<file path="src/design/sbc_pkg.sv">
// Constants and types shared by the sideband configuration access slave.
package sbc_pkg;
    // Upper four bits of the two seven-bit slave addresses.
    localparam logic [3:0]  SMB_ADDR_HI   = 4'hb;
    localparam logic [3:0]  I2C_ADDR_HI   = 4'h7;
    localparam logic [7:0]  SMB_CMD_CFG   = 8'h08;
    localparam logic [2:0]  I2C_CMD_WRITE = 3'h3;
    localparam logic [7:0]  PORT_LAST     = 8'h03;
    localparam logic [2:0]  BIT_LAST      = 3'h7;
    // Byte indices after the address byte.
    localparam logic [3:0]  IDX_SMB_CMD   = 4'h0;
    localparam logic [3:0]  IDX_SMB_OFF   = 4'h1;
    localparam logic [3:0]  IDX_SMB_PORT  = 4'h2;
    localparam logic [3:0]  IDX_CMD_LAST  = 4'h3;
    localparam logic [3:0]  IDX_DATA_LAST = 4'h7;
    localparam logic [3:0]  IDX_MAX       = 4'hf;
    localparam logic [3:0]  SMB_ADDR_PAD  = 4'h0;
    localparam logic [1:0]  DWORD_PAD     = 2'h0;

    typedef enum logic [6:0] {
        ST_IDLE    = 7'h01,
        ST_RX      = 7'h02,
        ST_RX_HOLD = 7'h04,
        ST_RX_ACK  = 7'h08,
        ST_TX      = 7'h10,
        ST_TX_ACK  = 7'h20,
        ST_WAIT    = 7'h40
    } sbc_state_e;
endpackage

</file>
<file path="src/design/sbc_line_if.sv">
// Synchronised line events passed from the pin front end to the protocol.
`timescale 1ns/1ps
`default_nettype none
interface sbc_line_if;
    logic       scl_rise;
    logic       scl_fall;
    logic       start_det;
    logic       stop_det;
    logic       sda;
    logic [2:0] strap;

    modport front (output scl_rise, scl_fall, start_det, stop_det, sda, strap);
    modport proto (input  scl_rise, scl_fall, start_det, stop_det, sda, strap);
endinterface
`default_nettype wire

</file>
<file path="src/design/sbc_slave.sv">
// Sideband two-wire configuration access slave, SMBus read and I2C write.
// Summary of operation
// RL1: SMBus configuration access uses command code 08h after address write.
// RL2: SMBus offset byte gives register address bits seven to zero.
// RL3: SMBus port byte selects port zero to three; others reserved.
// RL4: SMBus read returns register bits 7:0 first, then bits 15:8.
// RL5: Master writes command, offset, port, then command again, restart read.
// RL6: Each byte is followed by one acknowledge bit, low acknowledges.
// RL7: I2C address is strap bits, bits three to five one, six zero.
// RL8: I2C write packet is address byte, command bytes, data bytes.
// RL9: Invalid I2C command leaves the target register unchanged.
// RL10: First I2C data byte is register byte three, then two, one, zero.
// RL11: Master always sends four data bytes regardless of byte enables.
// RL12: Master ends the write with stop or repeated start.
// RL13: Surplus I2C data bytes beyond four are not acknowledged.
// RL14: Packets open with start, bytes acknowledged, close with stop.
// RL15: Access works independently of the upstream link state.
// RL16: First command byte low three bits are command, 011b is write.
// RL17: Each byte enable set updates its register byte, clear leaves it.
// RL18: I2C register address is dword aligned, low two bits zero.
// RL19: SMBus address is strap bits, bits three, four, six one, five zero.
// RL20: Reserved SMBus port reads return zero and issue no access.
`timescale 1ns/1ps
`default_nettype none
module sbc_slave (
    input  wire logic        core_clk,
    input  wire logic        resetn,
    input  wire logic        serial_clock_pin_in,
    output logic             serial_clock_pin_out,
    output logic             serial_clock_pin_oe,
    input  wire logic        serial_data_pin_in,
    output logic             serial_data_pin_out,
    output logic             serial_data_pin_oe,
    input  wire logic [2:0]  addr_strap,
    output logic             cfg_rd_req,
    output logic             cfg_wr_req,
    output logic [1:0]       cfg_port,
    output logic [11:0]      cfg_addr,
    output logic [3:0]       cfg_byte_en,
    output logic [31:0]      cfg_wdata,
    input  wire logic        cfg_rd_ack,
    input  wire logic [15:0] cfg_rdata
);
    sbc_line_if ln ();

    sbc_line_sync u_sync (
        .core_clk  (core_clk),
        .resetn    (resetn),
        .scl_pin   (serial_clock_pin_in),
        .sda_pin   (serial_data_pin_in),
        .strap_pin (addr_strap),
        .ln        (ln)
    );

    sbc_pkg::sbc_state_e state;
    sbc_pkg::sbc_state_e next_state;
    logic [2:0]  bitcnt;
    logic [2:0]  next_bitcnt;
    logic [6:0]  shreg;
    logic [6:0]  next_shreg;
    logic [3:0]  idx;
    logic [3:0]  next_idx;
    logic        addr_phase;
    logic        next_addr_phase;
    logic        smb_mode;
    logic        next_smb_mode;
    logic        go_tx;
    logic        next_go_tx;
    logic        ack_ok;
    logic        next_ack_ok;
    logic        master_nak;
    logic        next_master_nak;
    logic        rd_pending;
    logic        next_rd_pending;
    logic [31:0] cmd;
    logic [31:0] next_cmd;
    logic [31:0] wdata;
    logic [31:0] next_wdata;
    logic [7:0]  smb_off;
    logic [7:0]  next_smb_off;
    logic [7:0]  smb_port;
    logic [7:0]  next_smb_port;
    logic [7:0]  txsh;
    logic [7:0]  next_txsh;
    logic [7:0]  txhi;
    logic [7:0]  next_txhi;
    logic        sda_oe;
    logic        next_sda_oe;
    logic        next_cfg_rd_req;
    logic        next_cfg_wr_req;
    logic [1:0]  next_cfg_port;
    logic [11:0] next_cfg_addr;
    logic [3:0]  next_cfg_byte_en;
    logic [31:0] next_cfg_wdata;
    logic [7:0]  rx_byte;

    always_comb begin
        next_state       = state;
        next_bitcnt      = bitcnt;
        next_shreg       = shreg;
        next_idx         = idx;
        next_addr_phase  = addr_phase;
        next_smb_mode    = smb_mode;
        next_go_tx       = go_tx;
        next_ack_ok      = ack_ok;
        next_master_nak  = master_nak;
        next_rd_pending  = rd_pending;
        next_cmd         = cmd;
        next_wdata       = wdata;
        next_smb_off     = smb_off;
        next_smb_port    = smb_port;
        next_txsh        = txsh;
        next_txhi        = txhi;
        next_sda_oe      = sda_oe;
        next_cfg_rd_req  = 1'b0;
        next_cfg_wr_req  = 1'b0;
        next_cfg_port    = cfg_port;
        next_cfg_addr    = cfg_addr;
        next_cfg_byte_en = cfg_byte_en;
        next_cfg_wdata   = cfg_wdata;
        rx_byte          = {shreg, ln.sda};

        // Read data is taken whenever it arrives; the engine has no
        // clock stretching, so it must come before the first data bit.
        if (cfg_rd_ack && rd_pending) begin
            next_rd_pending = 1'b0;
            next_txsh       = cfg_rdata[7:0];                    // [RL4]
            next_txhi       = cfg_rdata[15:8];                   // [RL4]
        end

        if (ln.stop_det) begin
            next_state  = sbc_pkg::ST_IDLE;                      // [RL14]
            next_sda_oe = 1'b0;
        end else if (ln.start_det) begin
            next_state      = sbc_pkg::ST_RX;                    // [RL14]
            next_addr_phase = 1'b1;
            next_bitcnt     = 3'h0;
            next_sda_oe     = 1'b0;
        end else begin
            case (state)
                sbc_pkg::ST_RX: begin
                    if (ln.scl_rise) begin
                        next_shreg = rx_byte[6:0];
                        if (bitcnt == sbc_pkg::BIT_LAST) begin
                            next_state      = sbc_pkg::ST_RX_HOLD;
                            next_addr_phase = 1'b0;
                            next_go_tx      = 1'b0;
                            next_ack_ok     = 1'b1;
                            if (addr_phase) begin
                                next_idx = 4'h0;
                                if (rx_byte[7:1] ==
                                    {sbc_pkg::SMB_ADDR_HI, ln.strap}) begin
                                    next_smb_mode = 1'b1;       // [RL19]
                                    if (rx_byte[0]) begin
                                        next_go_tx = 1'b1;      // [RL5]
                                        if (smb_port >
                                            sbc_pkg::PORT_LAST) begin
                                            next_txsh = 8'h00;  // [RL20]
                                            next_txhi = 8'h00;  // [RL20]
                                        end else begin
                                            next_cfg_rd_req = 1'b1;
                                            next_rd_pending = 1'b1;
                                            next_cfg_port   =
                                                smb_port[1:0]; // [RL3]
                                            next_cfg_addr   =
                                                {sbc_pkg::SMB_ADDR_PAD,
                                                 smb_off};      // [RL2]
                                        end
                                    end
                                end else if ((rx_byte[7:1] ==
                                    {sbc_pkg::I2C_ADDR_HI, ln.strap}) &&
                                    !rx_byte[0]) begin
                                    next_smb_mode = 1'b0;       // [RL7]
                                end else begin
                                    next_ack_ok = 1'b0;
                                end
                            end else begin
                                if (idx != sbc_pkg::IDX_MAX) begin
                                    next_idx = idx + 4'h1;
                                end
                                if (smb_mode) begin
                                    if (idx == sbc_pkg::IDX_SMB_CMD) begin
                                        next_ack_ok = (rx_byte ==
                                            sbc_pkg::SMB_CMD_CFG); // [RL1]
                                    end else if (idx ==
                                                 sbc_pkg::IDX_SMB_OFF) begin
                                        next_smb_off = rx_byte;  // [RL2]
                                    end else if (idx ==
                                                 sbc_pkg::IDX_SMB_PORT) begin
                                        next_smb_port = rx_byte; // [RL3]
                                    end
                                end else if (idx <=
                                             sbc_pkg::IDX_CMD_LAST) begin
                                    next_cmd = {cmd[23:0], rx_byte}; // [RL8]
                                end else if (idx <=
                                             sbc_pkg::IDX_DATA_LAST) begin
                                    // First data byte lands in bits 31:24.
                                    next_wdata = {wdata[23:0],
                                                  rx_byte}; // [RL10]
                                    if ((idx == sbc_pkg::IDX_DATA_LAST) &&
                                        (cmd[26:24] == // [RL16] [RL9]
                                         sbc_pkg::I2C_CMD_WRITE)) begin
                                        next_cfg_wr_req  = 1'b1; // [RL15]
                                        next_cfg_port    = {cmd[16], cmd[15]};
                                        next_cfg_byte_en =
                                            cmd[13:10]; // [RL17]
                                        next_cfg_addr    = {cmd[9:0],
                                            sbc_pkg::DWORD_PAD}; // [RL18]
                                        next_cfg_wdata   = {wdata[23:0],
                                                            rx_byte};
                                    end
                                end else begin
                                    next_ack_ok = 1'b0;         // [RL13]
                                end
                            end
                        end else begin
                            next_bitcnt = bitcnt + 3'h1;
                        end
                    end
                end
                sbc_pkg::ST_RX_HOLD: begin
                    if (ln.scl_fall) begin
                        next_sda_oe = ack_ok;                    // [RL6]
                        next_state  = sbc_pkg::ST_RX_ACK;
                    end
                end
                sbc_pkg::ST_RX_ACK: begin
                    if (ln.scl_fall) begin
                        next_bitcnt = 3'h0;
                        if (!ack_ok) begin
                            next_sda_oe = 1'b0;
                            next_state  = sbc_pkg::ST_WAIT;
                        end else if (go_tx) begin
                            next_sda_oe = ~txsh[7];
                            next_state  = sbc_pkg::ST_TX;
                        end else begin
                            next_sda_oe = 1'b0;
                            next_state  = sbc_pkg::ST_RX;
                        end
                    end
                end
                sbc_pkg::ST_TX: begin
                    if (ln.scl_fall) begin
                        if (bitcnt == sbc_pkg::BIT_LAST) begin
                            next_sda_oe = 1'b0;
                            next_bitcnt = 3'h0;
                            next_state  = sbc_pkg::ST_TX_ACK;
                        end else begin
                            next_bitcnt = bitcnt + 3'h1;
                            next_txsh   = {txsh[6:0], 1'b0};
                            next_sda_oe = ~txsh[6];
                        end
                    end
                end
                sbc_pkg::ST_TX_ACK: begin
                    if (ln.scl_rise) begin
                        next_master_nak = ln.sda;                // [RL6]
                    end
                    if (ln.scl_fall) begin
                        if (master_nak) begin
                            next_state = sbc_pkg::ST_WAIT;
                        end else begin
                            // Bytes past the second one read as zero.
                            next_txsh   = txhi;                  // [RL4]
                            next_txhi   = 8'h00;
                            next_sda_oe = ~txhi[7];
                            next_state  = sbc_pkg::ST_TX;
                        end
                    end
                end
                default: begin
                end
            endcase
        end
    end

    always_ff @(posedge core_clk) begin
        if (!resetn) begin
            state       <= sbc_pkg::ST_IDLE;
            bitcnt      <= 3'h0;
            shreg       <= 7'h00;
            idx         <= 4'h0;
            addr_phase  <= 1'b0;
            smb_mode    <= 1'b0;
            go_tx       <= 1'b0;
            ack_ok      <= 1'b0;
            master_nak  <= 1'b0;
            rd_pending  <= 1'b0;
            cmd         <= 32'h0000_0000;
            wdata       <= 32'h0000_0000;
            smb_off     <= 8'h00;
            smb_port    <= 8'h00;
            txsh        <= 8'h00;
            txhi        <= 8'h00;
            sda_oe      <= 1'b0;
            cfg_rd_req  <= 1'b0;
            cfg_wr_req  <= 1'b0;
            cfg_port    <= 2'h0;
            cfg_addr    <= 12'h000;
            cfg_byte_en <= 4'h0;
            cfg_wdata   <= 32'h0000_0000;
        end else begin
            state       <= next_state;
            bitcnt      <= next_bitcnt;
            shreg       <= next_shreg;
            idx         <= next_idx;
            addr_phase  <= next_addr_phase;
            smb_mode    <= next_smb_mode;
            go_tx       <= next_go_tx;
            ack_ok      <= next_ack_ok;
            master_nak  <= next_master_nak;
            rd_pending  <= next_rd_pending;
            cmd         <= next_cmd;
            wdata       <= next_wdata;
            smb_off     <= next_smb_off;
            smb_port    <= next_smb_port;
            txsh        <= next_txsh;
            txhi        <= next_txhi;
            sda_oe      <= next_sda_oe;
            cfg_rd_req  <= next_cfg_rd_req;
            cfg_wr_req  <= next_cfg_wr_req;
            cfg_port    <= next_cfg_port;
            cfg_addr    <= next_cfg_addr;
            cfg_byte_en <= next_cfg_byte_en;
            cfg_wdata   <= next_cfg_wdata;
        end
    end

    // Open-drain lines: the data level is always low when enabled, and the
    // clock line is never driven because this slave does not stretch.
    always_ff @(posedge core_clk) begin
        if (!resetn) begin
            serial_data_pin_out  <= 1'b0;
            serial_data_pin_oe   <= 1'b0;
            serial_clock_pin_out <= 1'b0;
            serial_clock_pin_oe  <= 1'b0;
        end else begin
            serial_data_pin_out  <= 1'b0;
            serial_data_pin_oe   <= next_sda_oe;
            serial_clock_pin_out <= 1'b0;
            serial_clock_pin_oe  <= 1'b0;
        end
    end
endmodule
`default_nettype wire

</file>
<file path="src/design/sbc_line_sync.sv">
// Pin synchronisers and start, stop and clock edge detection.
`timescale 1ns/1ps
`default_nettype none
module sbc_line_sync (
    input  wire logic       core_clk,
    input  wire logic       resetn,
    input  wire logic       scl_pin,
    input  wire logic       sda_pin,
    input  wire logic [2:0] strap_pin,
    sbc_line_if.front       ln
);
    // Stage one feeds stage two only; stage three is the delayed copy.
    logic [1:0] s1;
    logic [1:0] s2;
    logic [1:0] s3;
    logic [2:0] strap1;
    logic [2:0] strap2;
    logic [1:0] next_s1;
    logic [1:0] next_s2;
    logic [1:0] next_s3;

    always_comb begin
        next_s1 = {scl_pin, sda_pin};
        next_s2 = s1;
        next_s3 = s2;
    end

    always_ff @(posedge core_clk) begin
        if (!resetn) begin
            s1     <= 2'h3;
            s2     <= 2'h3;
            s3     <= 2'h3;
            strap1 <= 3'h0;
            strap2 <= 3'h0;
        end else begin
            s1     <= next_s1;
            s2     <= next_s2;
            s3     <= next_s3;
            strap1 <= strap_pin;
            strap2 <= strap1;
        end
    end

    // Both lines share one delay, so data moving with clock high is seen true.
    assign ln.scl_rise  = s2[1] & ~s3[1];
    assign ln.scl_fall  = ~s2[1] & s3[1];
    assign ln.start_det = s2[1] & s3[1] & ~s2[0] & s3[0]; // [RL14]
    assign ln.stop_det  = s2[1] & s3[1] & s2[0] & ~s3[0]; // [RL14]
    assign ln.sda       = s2[0];
    assign ln.strap     = strap2;
endmodule
`default_nettype wire

</file>
<file path="config.mk">
export PLATFORM = sky130hd
export DESIGN_NAME = sbc_slave
export DESIGN_NICKNAME = d
export VERILOG_FILES = /design/src/design/sbc_pkg.sv /design/src/design/sbc_line_if.sv /design/src/design/sbc_slave.sv /design/src/design/sbc_line_sync.sv
export SDC_FILE = /design/constraint.sdc
export NUM_CORES = 1
export LEC_CHECK = 0
export ABC_AREA = 1
export BUFFER_PORTS_ARGS = -buffer_cell sky130_fd_sc_hd__buf_4
export CAP_MARGIN = 20
export CORE_MARGIN = 3
export CORE_UTILIZATION = 44
export DETAILED_ROUTE_END_ITERATION = 16
export GPL_TIMING_DRIVEN = 1
export MAX_ROUTING_LAYER = met4
export SLEW_MARGIN = 20
export SYNTH_ARGS = -nofsm -noshare
export SYNTH_HDL_FRONTEND = slang
export SYNTH_SLANG_ARGS = --single-unit
</file>
<file path="constraint.sdc">
create_clock -name core_clk -period 2 [get_ports core_clk]
set_input_delay 0.3 -clock core_clk [delete_from_list [all_inputs] [get_ports core_clk]]
set_output_delay 0.3 -clock core_clk [all_outputs]
set_load 0.02 [all_outputs]
</file>
; Yosys cells after proc, flatten, opt, wreduce, memory -nomap -nowiden
; Cells that the tools add are included.
[word_totals]
reg_bits = 175
inputBits = 24
out_inout_bits = 56
[op_classes]
n_addsub = 2
magnitude_cmp = 3
eq_ne = 35
n_mux = 100
bitwise = 27
n_reduce_logical = 36
[ops]
columns = cell, n
row1 = 8-bit two-way mux, 24
row2 = 12-bit two-way mux, 8
row3 = 7-bit two-way mux, 9
row4 = 1-bit two-way mux, 36
row5 = 7-bit one-hot mux with 5 select lines, 1
row6 = "3-bit != test, second input constant", 8
row7 = 8-bit one-hot mux with 3 select lines, 1
row8 = 8-bit AND reduction, 3
row9 = "2-bit != test, second input constant", 11
row10 = 1-bit inverter, 20
row11 = 10-bit AND reduction, 2
row12 = 2-bit two-way mux, 9
row13 = 3-bit two-way mux, 6
row14 = 6-bit AND reduction, 3
row15 = 9-bit AND reduction, 2
row16 = 8-bit one-hot mux with 2 select lines, 1
row17 = 2-bit nonzero test, 7
row18 = 12-bit AND reduction, 1
row19 = 4-bit AND reduction, 3
row20 = 10-bit OR reduction, 1
row21 = 3-bit one-hot mux with 3 select lines, 1
row22 = 9-bit OR reduction, 1
row23 = "8-bit by 4-bit == test with 1-bit output, second input constant", 1
row24 = "8-bit by 2-bit greater-than comparator with 1-bit output, second input constant", 1
row25 = 32 further kinds, 43

; Logic depth before layout (Yosys ltp)
; Gate-level depths: netlist of the first run.
[logic_depth]
depth_word = 11
mapped_depth = 12
mapped_depth_nobuf = 12

; Hierarchy
; From an unflattened synthesis of the first run, not the netlist that was laid out.
[unflattened]
cells_unflattened = 957
area_unflattened_um2 = 7335.8
[modules_own_cells]
columns = module, n_inst, cells_each, area_each_um2, seq_area_each_um2
row1 = sbc_slave, 1, 911, 6960.4, 3143.0
row2 = sbc_line_sync, 1, 46, 375.4, 240.2

; Least setup slack after synthesis of the first run
; Ideal clock, no wire load.
[synth_timing]
path_type = register to register
startpoint = register bitcnt[0]
endpoint = register wdata[17]
setup_time_ps = 140
t_arrival_ps = 1592
required_ps = 1860
path_slack_ps = 268
stages_incl_launch_ff = 10
path_buffers = 2
period_less_slack_ps = 1732
path_cell_list = dfxtp_1 > ha_1 > ha_1 > inv_1 > nor2_1 > nand3_1 > nor2_1 > buf_4 > buf_2 > a211oi_1
[synth_between]
elab_chain_len = 2
[synth_rtl]
columns = item, line
row1 = start: declaration, sbc_slave.sv:57  ; logic [2:0] bitcnt;
row2 = start signal: assignment, sbc_slave.sv:304  ; bitcnt <= next_bitcnt;
row3 = 3-bit == test, sbc_slave.sv:144  ; if (bitcnt == sbc_pkg::BIT_LAST) begin
row4 = 9-bit AND reduction (no source line), n/a
row5 = end signal: assignment, sbc_slave.sv:314  ; wdata <= next_wdata;
row6 = end: declaration, sbc_slave.sv:77  ; logic [31:0] wdata;
; Every way passes these cells.
; A chain may end at the register's enable or synchronous reset.

; Final worst setup path of the first run
[layout_timing]
startpoint = register bitcnt[0]
endpoint = register cfg_addr[1]
[layout_between]
elab_chain_len = 2
[layout_rtl]
columns = item, line
row1 = 3-bit == test, sbc_slave.sv:144
row2 = 12-bit AND reduction (no source line), n/a
row3 = end signal: assignment, sbc_slave.sv:323  ; cfg_addr <= next_cfg_addr;
row4 = end: declaration, sbc_slave.sv:38  ; output logic [11:0] cfg_addr,
; Every way passes these cells.

==> results by group, run 1 <==
Run status
  • Run status: finished clean

Timing
  • Unrepaired setup endpoints after global routing: no
  • Final setup fails: 0
  • Clk_skew: 10.7 ps
  • Fmax: 554 MHz
  • Minimum clock period: 1810 ps
  • Setup TNS: 0 ps
  • Final hold violation count: 0
  • Slew Viols, Final: 0
  • Fin crit share: 0.903

Clocking
  • CTS Root Cell: clkbuf_16
  • H-tree depth: 4
  • Hold buffers post-CTS: 0
  • CTS clk-pin slew, worst paths: 70 ps
  • CTS tree: yes
  • Clk buf depth: 2
  • CTS Buf Count: 17
  • Clock Sinks: 169
  • Skew-Pair Late Insertion Delay: 430 ps

Pwr
  • Clock power share: 0.482
  • Flop pwr share: 0.488
  • Switching share of power: 0.219
  • Comb power frac: 0.030
  • Pleak: 0.00346 uW
  • Power Internal: 5430 uW
  • P_sw: 1520 uW
  • Total power: 6950 uW
  • VDD IR max: 0.603 mV
  • Pwr dens: 787 nW/um2

Critical path
  • Worst path slowest cell: dfxtp_1
  • Crit-path cells: ha_1, ha_2, inv_1, buf_4, nor2_4, nand2_1, a21oi_1, nand2_1, nand3_1, nand2_1
  • Worst r2r src: bitcnt[0]$_SDFFE_PN0P_
  • Buf/Inv on CP: 2
  • Worst-path fanout max: 6
  • Critical Path Start Type: register
  • CP max stage delay: 350 ps
  • Cell mode on critical path: nand2_1
  • Crit path max-delay family: simple AND/OR/NAND/NOR gates
  • CP required: 2320 ps
  • FF-to-FF End: cfg_addr[1]$_SDFFE_PN0P_
  • CP arrival: 2130 ps
  • Reg2reg path depth: 10
  • Crit. End Element: register
  • Crit Path Class: register to register
  • Worst R2R Setup Slack: 190 ps
  • Levels on crit path: 10

Cells and area
  • Fillers: 1,548
  • FF/Latch Area: 3380 um2
  • ANT cells: 0
  • Multi-input combinational cell area: 3190 um2
  • Layout area overhead: 23.1%
  • Final nets: 1,068
  • Share of cells above drive strength 1: 0.214

Drt
  • DR top layer: met4
  • Metal3 WL: 632 um
  • Wirelength per Cell: 13.7 um
  • DRC: 0
  • Drt initial violations: 390
  • Routed WL: 17.4 mm
  • Final ANT Viol Nets: 0
  • DR pass1 iterations: 5
  • M1 wire length: 8.71 mm
  • Met2 wire length: 7.77 mm
  • Vias per std cell: 4.98
  • Detailed-route via count: 6,310

GRT
  • First-pass GRT wire length: 28.6 mm
  • Total grt overflow: 0
  • Vias in the first global route: 5,774
  • Largest net degree at the start of global routing: 61
  • Tot GR Track Use: 0.202
  • Antenna violations before repair: 0

Synth
  • Post-synth ARST share: 0
  • Synth cell count leaders: nand2_1 (206), dfxtp_1 (169), a21oi_1 (107), inv_1 (95), nor2_1 (84)
  • Mux cell area share after synthesis: 0.00157
  • Mean Syn Cell Area: 7.62 um2
  • Seq/Total Area, Yosys: 0.471
  • Synth area leader: dfxtp_1
  • Post-synth EDFFs: 0
  • Post-synth top area share: 0.471
  • Synth Area in Simple Gates: 0.246
  • Main flop type after synthesis: dfxtp_1
  • Post-synthesis adder-cell area fraction: 0.0105
  • Count leader, synth: nand2_1
  • Synth Instances: 943
  • Synth Register Bits: 169
  • Synth Area in Compound Gates: 0.181
  • Synthesized cell area: 7180 um2
  • Synth Warn #: 0
  • Synth top area cells: dfxtp_1 (47%), nand2_1 (11%), a21oi_1 (7.5%)
  • Netlist cell types: 42
  • XOR/XNOR Fraction of Synth Area: 0
  • Combinational family with the most area after synthesis: simple AND/OR/NAND/NOR gates

Placed design
  • Hpwl dp: 12.0 mm
  • # port buffers: 76
  • Gp weighted congestion: 0.889

Flow run
  • Max Cap Viol: 0

Floorplanning
  • Die Wd: 134 um
  • Die Y: 134 um
  • Initial core utilization: 0.451
  • Placeable Area: 15,900 um2
  • Cell row count: 46
  • I/O pin cnt: 80
  • Die ar.: 17,900 um2

Worst hold path
  • Hold Startpoint: addr_strap[2]
  • HP Class: primary input to register
  • Hold EP: u_sync.strap1[2]$_SDFF_PN0_
  • Hold Path Depth: 3
==> power by group through the flow <==
stage	clock network, uW	registers [uW]	logic [uW]
floorplan	0	3460	128
global placement	0	3470	211
detailed placement	0	3470	211
CTS	3420	3390	212
global route	3550	3390	235
finish	3350	3390	211
==> metal layers <==
metal | vias to the layer above | global-route usage
li1 | 3263 | -
met1 | 2902 | 0.278
met2 | 123 | 0.304
met3 | 22 | 0.0386
met4 | 0 | 0.0571
met5 | - | -
==> worst max-delay path by stage <==
stage	startpoint	to	slack, ps
finish	bitcnt[0]$_SDFFE_PN0P_	cfg_addr[1]$_SDFFE_PN0P_	190
global route	state[0]$_SDFFE_PP1P_	txsh[7]$_SDFF_PN0_	0.6
global placement	bitcnt[0]$_SDFFE_PN0P_	txhi[1]$_SDFF_PN0_	110
floorplan	bitcnt[0]$_SDFFE_PN0P_	wdata[17]$_SDFFE_PN0P_	270
detailed placement	bitcnt[0]$_SDFFE_PN0P_	txhi[2]$_SDFF_PN0_	100
CTS	bitcnt[0]$_SDFFE_PN0P_	txhi[2]$_SDFF_PN0_	90
==> flip-flops by register name, indices dropped and copies added, names as in the netlist, 3 cells and up <==
register / flops
cfg_byte_en: 4
bitcnt: 3
wdata: 24
idx: 4
smb_port: 8
u_sync.strap1: 3
state: 7
txsh: 8
txhi: 8
smb_off: 8
shreg: 7
cfg_wdata: 32
u_sync.ln.strap: 3
cfg_addr: 12
cmd: 21
==> area by class of cell <==
cell class	count	share of cell area
inverters	102	0.0442
well taps	216	0.0306
multi-input cells	626	0.361
repair buffers	122	0.114
flip-flops and latches	169	0.383
clock inverters	13	0.0191
clock buffers	18	0.0485
==> cells in the final DEF, fill, tap and decap left out, drive strengths merged, types with 20 or more instances in the layout <==
| cell | instances |
|---|---|
| nand2 | 221 |
| dfxtp | 169 |
| buf | 121 |
| a21oi | 119 |
| inv | 103 |
| nor2 | 92 |
| o21ai | 66 |
| nand3 | 38 |
| a211oi | 26 |
| nand4 | 20 |
==> worst min-delay path, delay by kind of cell <==
family	cells	cell delay [ps]
buf+inv	2	110
simple gates	1	40
==> cell families after synthesis <==
family | count (synthesis)
AOI/OAI and AO/OA | 221
adders and majority gates | 6
buffers and inverters | 150
DFF | 169
muxes | 1
other | 1
and+or+nand+nor | 395
==> metrics by stage <==
stage           util  hold WS [ps]  setup WS (ps)  cells  instance area (um2)
5_1_grt        0.554          45.1          0.627   1266                 8840
3_5_place_dp   0.513           397           96.7   1233                 8170
3_3_place_gp   0.513           395            111   1233                 8170
2_1_floorplan      -           390            268    945                 7190
6_report       0.554          51.5            195   1266                 8840
4_1_cts        0.550          41.8           88.7   1264                 8770
==> timing repair <==
item	CTS	global route
resized for setup	0	9
endpoints found under the setup margin	0	45
buffers inserted	0	1
Power figures use the tool's default switching activity.
==> inputs of run 2 (changes only) <==
Settings changed: CTS_CLUSTER_SIZE set to 10, SYNTH_HIERARCHICAL set to 1.
==> run 2 against run 1 <==
Effect of this change:
- clock skew is 1.3 ps lower
- worst hold slack worse by 6.2 ps
- clock power hardly changed
- maximum frequency is 4.5% lower
- cell count is 1.1% higher
- setup slack worse by 86 ps
- non-clock buffer count is 3 lower
- total power is 0.50% higher
- first-iteration DRC count is 4.1% lower
- die area is 2.0% higher
- sequential share of layout area is 0.43 points lower
- synthesized area is 2.1% higher
==> results by group, run 2 <==
Synth
  • Synth Warn #: 6
  • Synth Area in Compound Gates: 0.189
  • Synthesized cell area: 7340 um2
  • Synth cell count leaders: dfxtp_1 (169), nand2_1 (166), nor2_1 (149), inv_1 (113), o21ai_0 (87)
  • Synth Instances: 957
  • Main flop type after synthesis: dfxtp_1
  • Post-synth top area share: 0.461
  • Synth Area in Simple Gates: 0.234
  • Synth top area cells: dfxtp_1 (46%), nand2_1 (8.5%), nor2_1 (7.6%)
  • Mux cell area share after synthesis: 0.00597
  • Post-synth EDFFs: 0
  • XOR/XNOR Fraction of Synth Area: 0.00119
  • Synth area leader: dfxtp_1
  • Synth Register Bits: 169
  • Seq/Total Area, Yosys: 0.461
  • Post-synth ARST share: 0
  • Count leader, synth: dfxtp_1
  • Mean Syn Cell Area: 7.67 um2
  • Netlist cell types: 42
  • Post-synthesis adder-cell area fraction: 0.0102
  • Combinational family with the most area after synthesis: simple AND/OR/NAND/NOR gates

Floorplanning
  • Cell row count: 46
  • Placeable Area: 16,100 um2
  • I/O pin cnt: 80
  • Die ar.: 18,300 um2
  • Die Wd: 135 um
  • Die Y: 135 um
  • Initial core utilization: 0.455

Placed design
  • Placed Area: 8280 um2
  • Hpwl dp: 12.5 mm
  • Gp weighted congestion: 0.907
  • # port buffers: 76

Worst hold path
  • Hold Startpoint: serial_clock_pin_in
  • HP Class: primary input to register
  • Hold Path Depth: 3
  • Hold EP: u_sync/next_s2[1]$_SDFF_PN1_

Run status
  • Run status: finished clean

Clocking
  • Clock Sinks: 169
  • Clk buf depth: 2
  • Skew-Pair Late Insertion Delay: 430 ps
  • Hold buffers post-CTS: 0
  • CTS Buf Count: 17
  • H-tree depth: 4
  • CTS tree: yes
  • CTS Root Cell: clkbuf_16
  • CTS clk-pin slew, worst paths: 60 ps

Cells and area
  • Cell area after layout: 8940 um2
  • Final nets: 1,083
  • ANT cells: 0
  • Largest register by flop count: cfg_wdata
  • Top flop regs: cfg_wdata (32), wdata (24), cmd (21)
  • Most common cell after layout, fill and taps aside: dfxtp_1
  • Layout area overhead: 21.9%
  • Share of cells above drive strength 1: 0.209
  • Max FFs per register: 32
  • Most frequent cells in the layout: dfxtp_1 (168), nand2_1 (166), nor2_1 (146)

Drt
  • Final ANT Viol Nets: 0
  • Routed WL: 17.9 mm
  • DRC: 0
  • Wirelength per Cell: 14.0 um
  • Detailed-route via count: 6,315
  • DR pass1 iterations: 6
  • Vias per std cell: 4.93
  • Drt initial violations: 374

Timing
  • Clk_skew: 9.45 ps
  • Final setup fails: 0
  • Slew Viols, Final: 0
  • Final hold violation count: 0
  • Minimum clock period: 1890 ps
  • Setup TNS: 0 ps
  • Hold_ws: 45.3 ps
  • Unrepaired setup endpoints after global routing: yes
  • Fin crit share: 0.946
  • Fmax: 529 MHz

Pwr
  • Pleak: 0.00375 uW
  • VDD IR max: 0.594 mV
  • Pwr dens: 781 nW/um2

GRT
  • Total grt overflow: 0
  • Tot GR Track Use: 0.204
  • Antenna violations before repair: 0
  • Vias in the first global route: 5,877
  • Largest net degree at the start of global routing: 65
  • First-pass GRT wire length: 29.2 mm

Critical path
  • Worst-path fanout max: 19
  • Buf/Inv on CP: 2
  • Worst path slowest cell: nor3_4
  • CP required: 2350 ps
  • CP max stage delay: 330 ps
  • Crit. End Element: register
  • Worst r2r src: state[6]$_SDFFE_PP0P_
  • Levels on crit path: 9
  • Reg2reg path depth: 9
  • Crit path max-delay family: simple AND/OR/NAND/NOR gates
  • CP arrival: 2240 ps
  • FF-to-FF End: cfg_wdata[12]$_SDFFE_PN0P_
  • Worst R2R Setup Slack: 110 ps
  • Crit-path cells: nor2_2, nand2_2, nor2_8, nand2_4, nor3_4, buf_4, buf_12, nor2_1, a211oi_2
  • Critical Path Start Type: register
  • Crit Path Class: register to register

Flow run
  • Max Cap Viol: 0
[run 2: cell count changes in the layout (fill, tap and decap cells not counted), sizes merged, moves of 3 or more]
| cell | previous run | this run |
|---|---|---|
| clkinv | 7 | 3 |
| a211oi | 26 | 44 |
| or2 | 4 | 0 |
| inv | 103 | 120 |
| clkinvlp | 2 | 5 |
| nor3 | 16 | 12 |
| nand4 | 20 | 15 |
| buf | 121 | 118 |
| nand2 | 221 | 169 |
| nor2 | 92 | 160 |
| a21oi | 119 | 75 |
| o21ai | 66 | 88 |
[run 2: cells by family after synthesis]
| logic type | Yosys count |
|---|---|
| xor gates and xnor gates | 1 |
| buffers and inverters | 164 |
| and+or+nand+nor | 397 |
| adders and majority gates | 6 |
| muxes | 4 |
| other | 1 |
| DFF | 169 |
| AOI/OAI and AO/OA | 215 |
[run 2: layout make-up]
class / count / area [um2]
Clock inverter: 11 / 148
Sequential cell: 169 / 3380
Inverter: 120 / 454
Fill cell: 1555 / 7170
Clock buffer: 19 / 453
Tap cell: 216 / 270
Timing Repair Buffer: 119 / 973
Multi-Input combinational cell: 626 / 3260
[run 2: worst max-delay path by stage]
stage,start,end,slack (ps)
CTS,u_sync/next_s3[1]$_SDFF_PN1_,cfg_wdata[12]$_SDFFE_PN0P_,50
floorplan,u_sync/next_s3[0]$_SDFF_PN1_,cfg_wdata[21]$_SDFFE_PN0P_,190
global route,state[1]$_SDFFE_PP0P_,cmd[11]$_SDFFE_PN0P_,-50
detailed placement,u_sync/next_s3[1]$_SDFF_PN1_,cfg_byte_en[3]$_SDFFE_PN0P_,80
global placement,u_sync/next_s3[1]$_SDFF_PN1_,cfg_wdata[14]$_SDFFE_PN0P_,110
finish,state[6]$_SDFFE_PP0P_,cfg_wdata[12]$_SDFFE_PN0P_,110
[run 2: worst reg2reg max path, stage by stage (launching register included)]
cell and delay, ps:
dfxtp_1 320, nor2_2 160, nand2_2 130, nor2_8 210
nand2_4 130, nor3_4 330, buf_4 180, buf_12 140
nor2_1 60, a211oi_2 150
[run 2: layer usage]
layer  vias up  share of wire  global-route usage
li1       3294              -                   -
met1      2879           0.49               0.272
met2       119           0.46               0.314
met3        23          0.038              0.0395
met4         0          0.016              0.0683
met5         -              0                   -
[run 2: metrics by stage]
step / utilization / instances / setup slack, ps / power (uW)
4_1_cts: 0.551 / 1277 / 54.6 / 7050
3_5_place_dp: 0.514 / 1247 / 79.7 / 3710
5_1_grt: 0.555 / 1280 / -48.2 / 7220
3_3_place_gp: 0.514 / 1247 / 114 / 3700
2_1_floorplan: - / 959 / 191 / 3610
6_report: 0.555 / 1280 / 109 / 6990
[run 2: where the power goes]
part	leakage [uW]	switching [uW]	internal, uW	total [uW]
logic	0.00210	156	83.7	240
clock network	0.000283	1340	2020	3350
registers	0.00136	10.7	3380	3390
[run 2: repair_timing]
| action | in CTS | in global routing |
|---|---|---|
| buffers inserted | 0 | 2 |
| endpoints found under the setup margin | 0 | 82 |
| resized for setup | 0 | 9 |
| endpoints found under the hold margin | 0 | 0 |
==> inputs of run 3 (changes only) <==
Settings changed: CORE_MARGIN 3 to unset, PLACE_DENSITY set to 0.65, SKIP_CTS_REPAIR_TIMING set to 1.
==> run 3 against run 2 <==
Effect of this change:
- register-to-register slack improved by 50 ps
- maximum frequency is 2.5% higher
- cell area is 0.14% higher
- clock skew about the same
- non-clock buffer count increased by 10
- clock-buffer cell count is the same
- setup slack better by 46 ps
- routed wire length decreased by 3.6%
- flip-flop and latch count unchanged
- clock power fell by 9.0%
- global-route usage rose by 0.93 points
- largest cell class unchanged
- largest power group unchanged
==> results by group, run 3 (synthesized netlist as in run 2, its figures left out) <==
Drt
  • Routed WL: 17.3 mm
  • Detailed-route via count: 6,432
  • Vias per std cell: 4.98
  • DR pass1 iterations: 5
  • DRC: 0
  • Wirelength per Cell: 13.4 um
  • Drt initial violations: 379
  • Final ANT Viol Nets: 0

Cells and area
  • Fin util: 0.558
  • Most common cell after layout, fill and taps aside: dfxtp_1
  • Final nets: 1,093
  • ANT cells: 0
  • Most frequent cells in the layout: dfxtp_1 (169), nand2_1 (164), nor2_1 (145)
  • Share of cells above drive strength 1: 0.217
  • Finished Layout Cells: 1,292
  • Max FFs per register: 32
  • Layout area overhead: 22.1%
  • Top flop regs: cfg_wdata (32), wdata (24), cmd (21)
  • Largest register by flop count: cfg_wdata
  • Cell area after layout: 8950 um2

Clocking
  • CTS clk-pin slew, worst paths: 70 ps
  • H-tree depth: 4
  • CTS Buf Count: 17
  • CTS Root Cell: clkbuf_16
  • Clk buf depth: 2
  • Clock Sinks: 169
  • Skew-Pair Late Insertion Delay: 430 ps
  • CTS tree: yes

Worst hold path
  • Hold EP: u_sync/next_s2[0]$_SDFF_PN1_
  • HP Class: primary input to register
  • Hold Startpoint: serial_data_pin_in
  • Hold Path Depth: 3

Run status
  • Run status: finished clean

Critical path
  • Critical Path Start Type: register
  • Worst R2R Setup Slack: 150 ps
  • Worst-path fanout max: 24
  • Crit Path Class: register to register
  • Worst r2r src: state[6]$_SDFFE_PP0P_
  • CP arrival: 2150 ps
  • CP required: 2310 ps
  • FF-to-FF End: wdata[4]$_SDFFE_PN0P_
  • Crit. End Element: register
  • Reg2reg path depth: 9

GRT
  • Total grt overflow: 0
  • Tot GR Track Use: 0.214
  • Vias in the first global route: 5,907
  • Antenna violations before repair: 0
  • First-pass GRT wire length: 29.0 mm
  • Largest net degree at the start of global routing: 65

Floorplanning
  • Die Wd: 131 um
  • Die ar.: 17,200 um2
  • Cell row count: 46
  • I/O pin cnt: 80
  • Placeable Area: 16,100 um2
  • Initial core utilization: 0.457
  • Die Y: 131 um

Timing
  • Unrepaired setup endpoints after global routing: yes
  • Final setup fails: 0
  • Minimum clock period: 1850 ps
  • Hold_ws: 39.0 ps
  • Slew Viols, Final: 0
  • Setup slack after layout: 155 ps
  • Final hold violation count: 0
  • Fin crit share: 0.923
  • Fmax: 542 MHz
  • Clk_skew: 9.33 ps

Pwr
  • Power Internal: 5080 uW
  • VDD IR max: 0.565 mV
  • Clock power share: 0.457
  • Pwr dens: 745 nW/um2
  • Pleak: 0.00378 uW
  • Flop pwr share: 0.508
  • Switching share of power: 0.238
  • P_sw: 1590 uW
  • Comb power frac: 0.035

Placed design
  • Placed Area: 8360 um2
  • Hpwl dp: 12.3 mm
  • Gp weighted congestion: 0.863
  • # port buffers: 76
  • Placed cells: 1,258
  • Dpl ws: 74.7 ps

Flow run
  • Max Cap Viol: 0
run 3: how the worst max path moves through the flow:
stage               cells after the start                         end                          from
global route                            9      bitcnt[1]$_SDFFE_PN0P_  u_sync/next_s3[1]$_SDFF_PN1_
finish                                  9       wdata[4]$_SDFFE_PN0P_         state[6]$_SDFFE_PP0P_
CTS                                    10     smb_off[7]$_SDFFE_PN0P_  u_sync/next_s3[1]$_SDFF_PN1_
global placement                        9       wdata[4]$_SDFFE_PN0P_         state[4]$_SDFFE_PP0P_
detailed placement                      9     smb_off[7]$_SDFFE_PN0P_        bitcnt[0]$_SDFFE_PN0P_
floorplan                              11  cfg_wdata[21]$_SDFFE_PN0P_  u_sync/next_s3[0]$_SDFF_PN1_
run 3: routing by layer:
layer,part of all wire,global-route usage,wire length (um)
met3,0.049,0.0355,853
met5,0,-,0
met4,0.0083,0.0647,143
met1,0.47,0.277,8150
met2,0.47,0.340,8140
run 3: area by class of cell:
| type | count | area (um2) |
|---|---|---|
| clock buffer | 19 | 433 |
| clock inverter | 13 | 113 |
| fill | 1532 | 7100 |
| inverter | 120 | 453 |
| multi-input combinational | 626 | 3270 |
| sequential | 169 | 3380 |
| tap | 216 | 270 |
| timing repair buffer | 129 | 1030 |
run 3: per-stage QoR:
stage	setup TNS (ps)	power [uW]
after floorplan	0	3610
after global placement	0	3700
after detailed placement	0	3700
after CTS	0	6730
after global routing	-2.91	6920
final	0	6670
run 3: critical path: stages, from the launching register on:
cell	delay (ps)
dfxtp_1	320
nor2_2	160
nand2_2	130
nor2_8	200
nand2_4	140
inv_1	130
nand4_1	90
buf_4	220
o21ai_0	280
a21oi_1	60
run 3: power groups by stage:
| stage | registers [uW] | clock network [uW] | logic (uW) |
|---|---|---|---|
| after floorplan | 3460 | 0 | 144 |
| after global placement | 3470 | 0 | 232 |
| after detailed placement | 3470 | 0 | 230 |
| after CTS | 3390 | 3100 | 232 |
| after global routing | 3390 | 3260 | 262 |
| final | 3390 | 3050 | 234 |
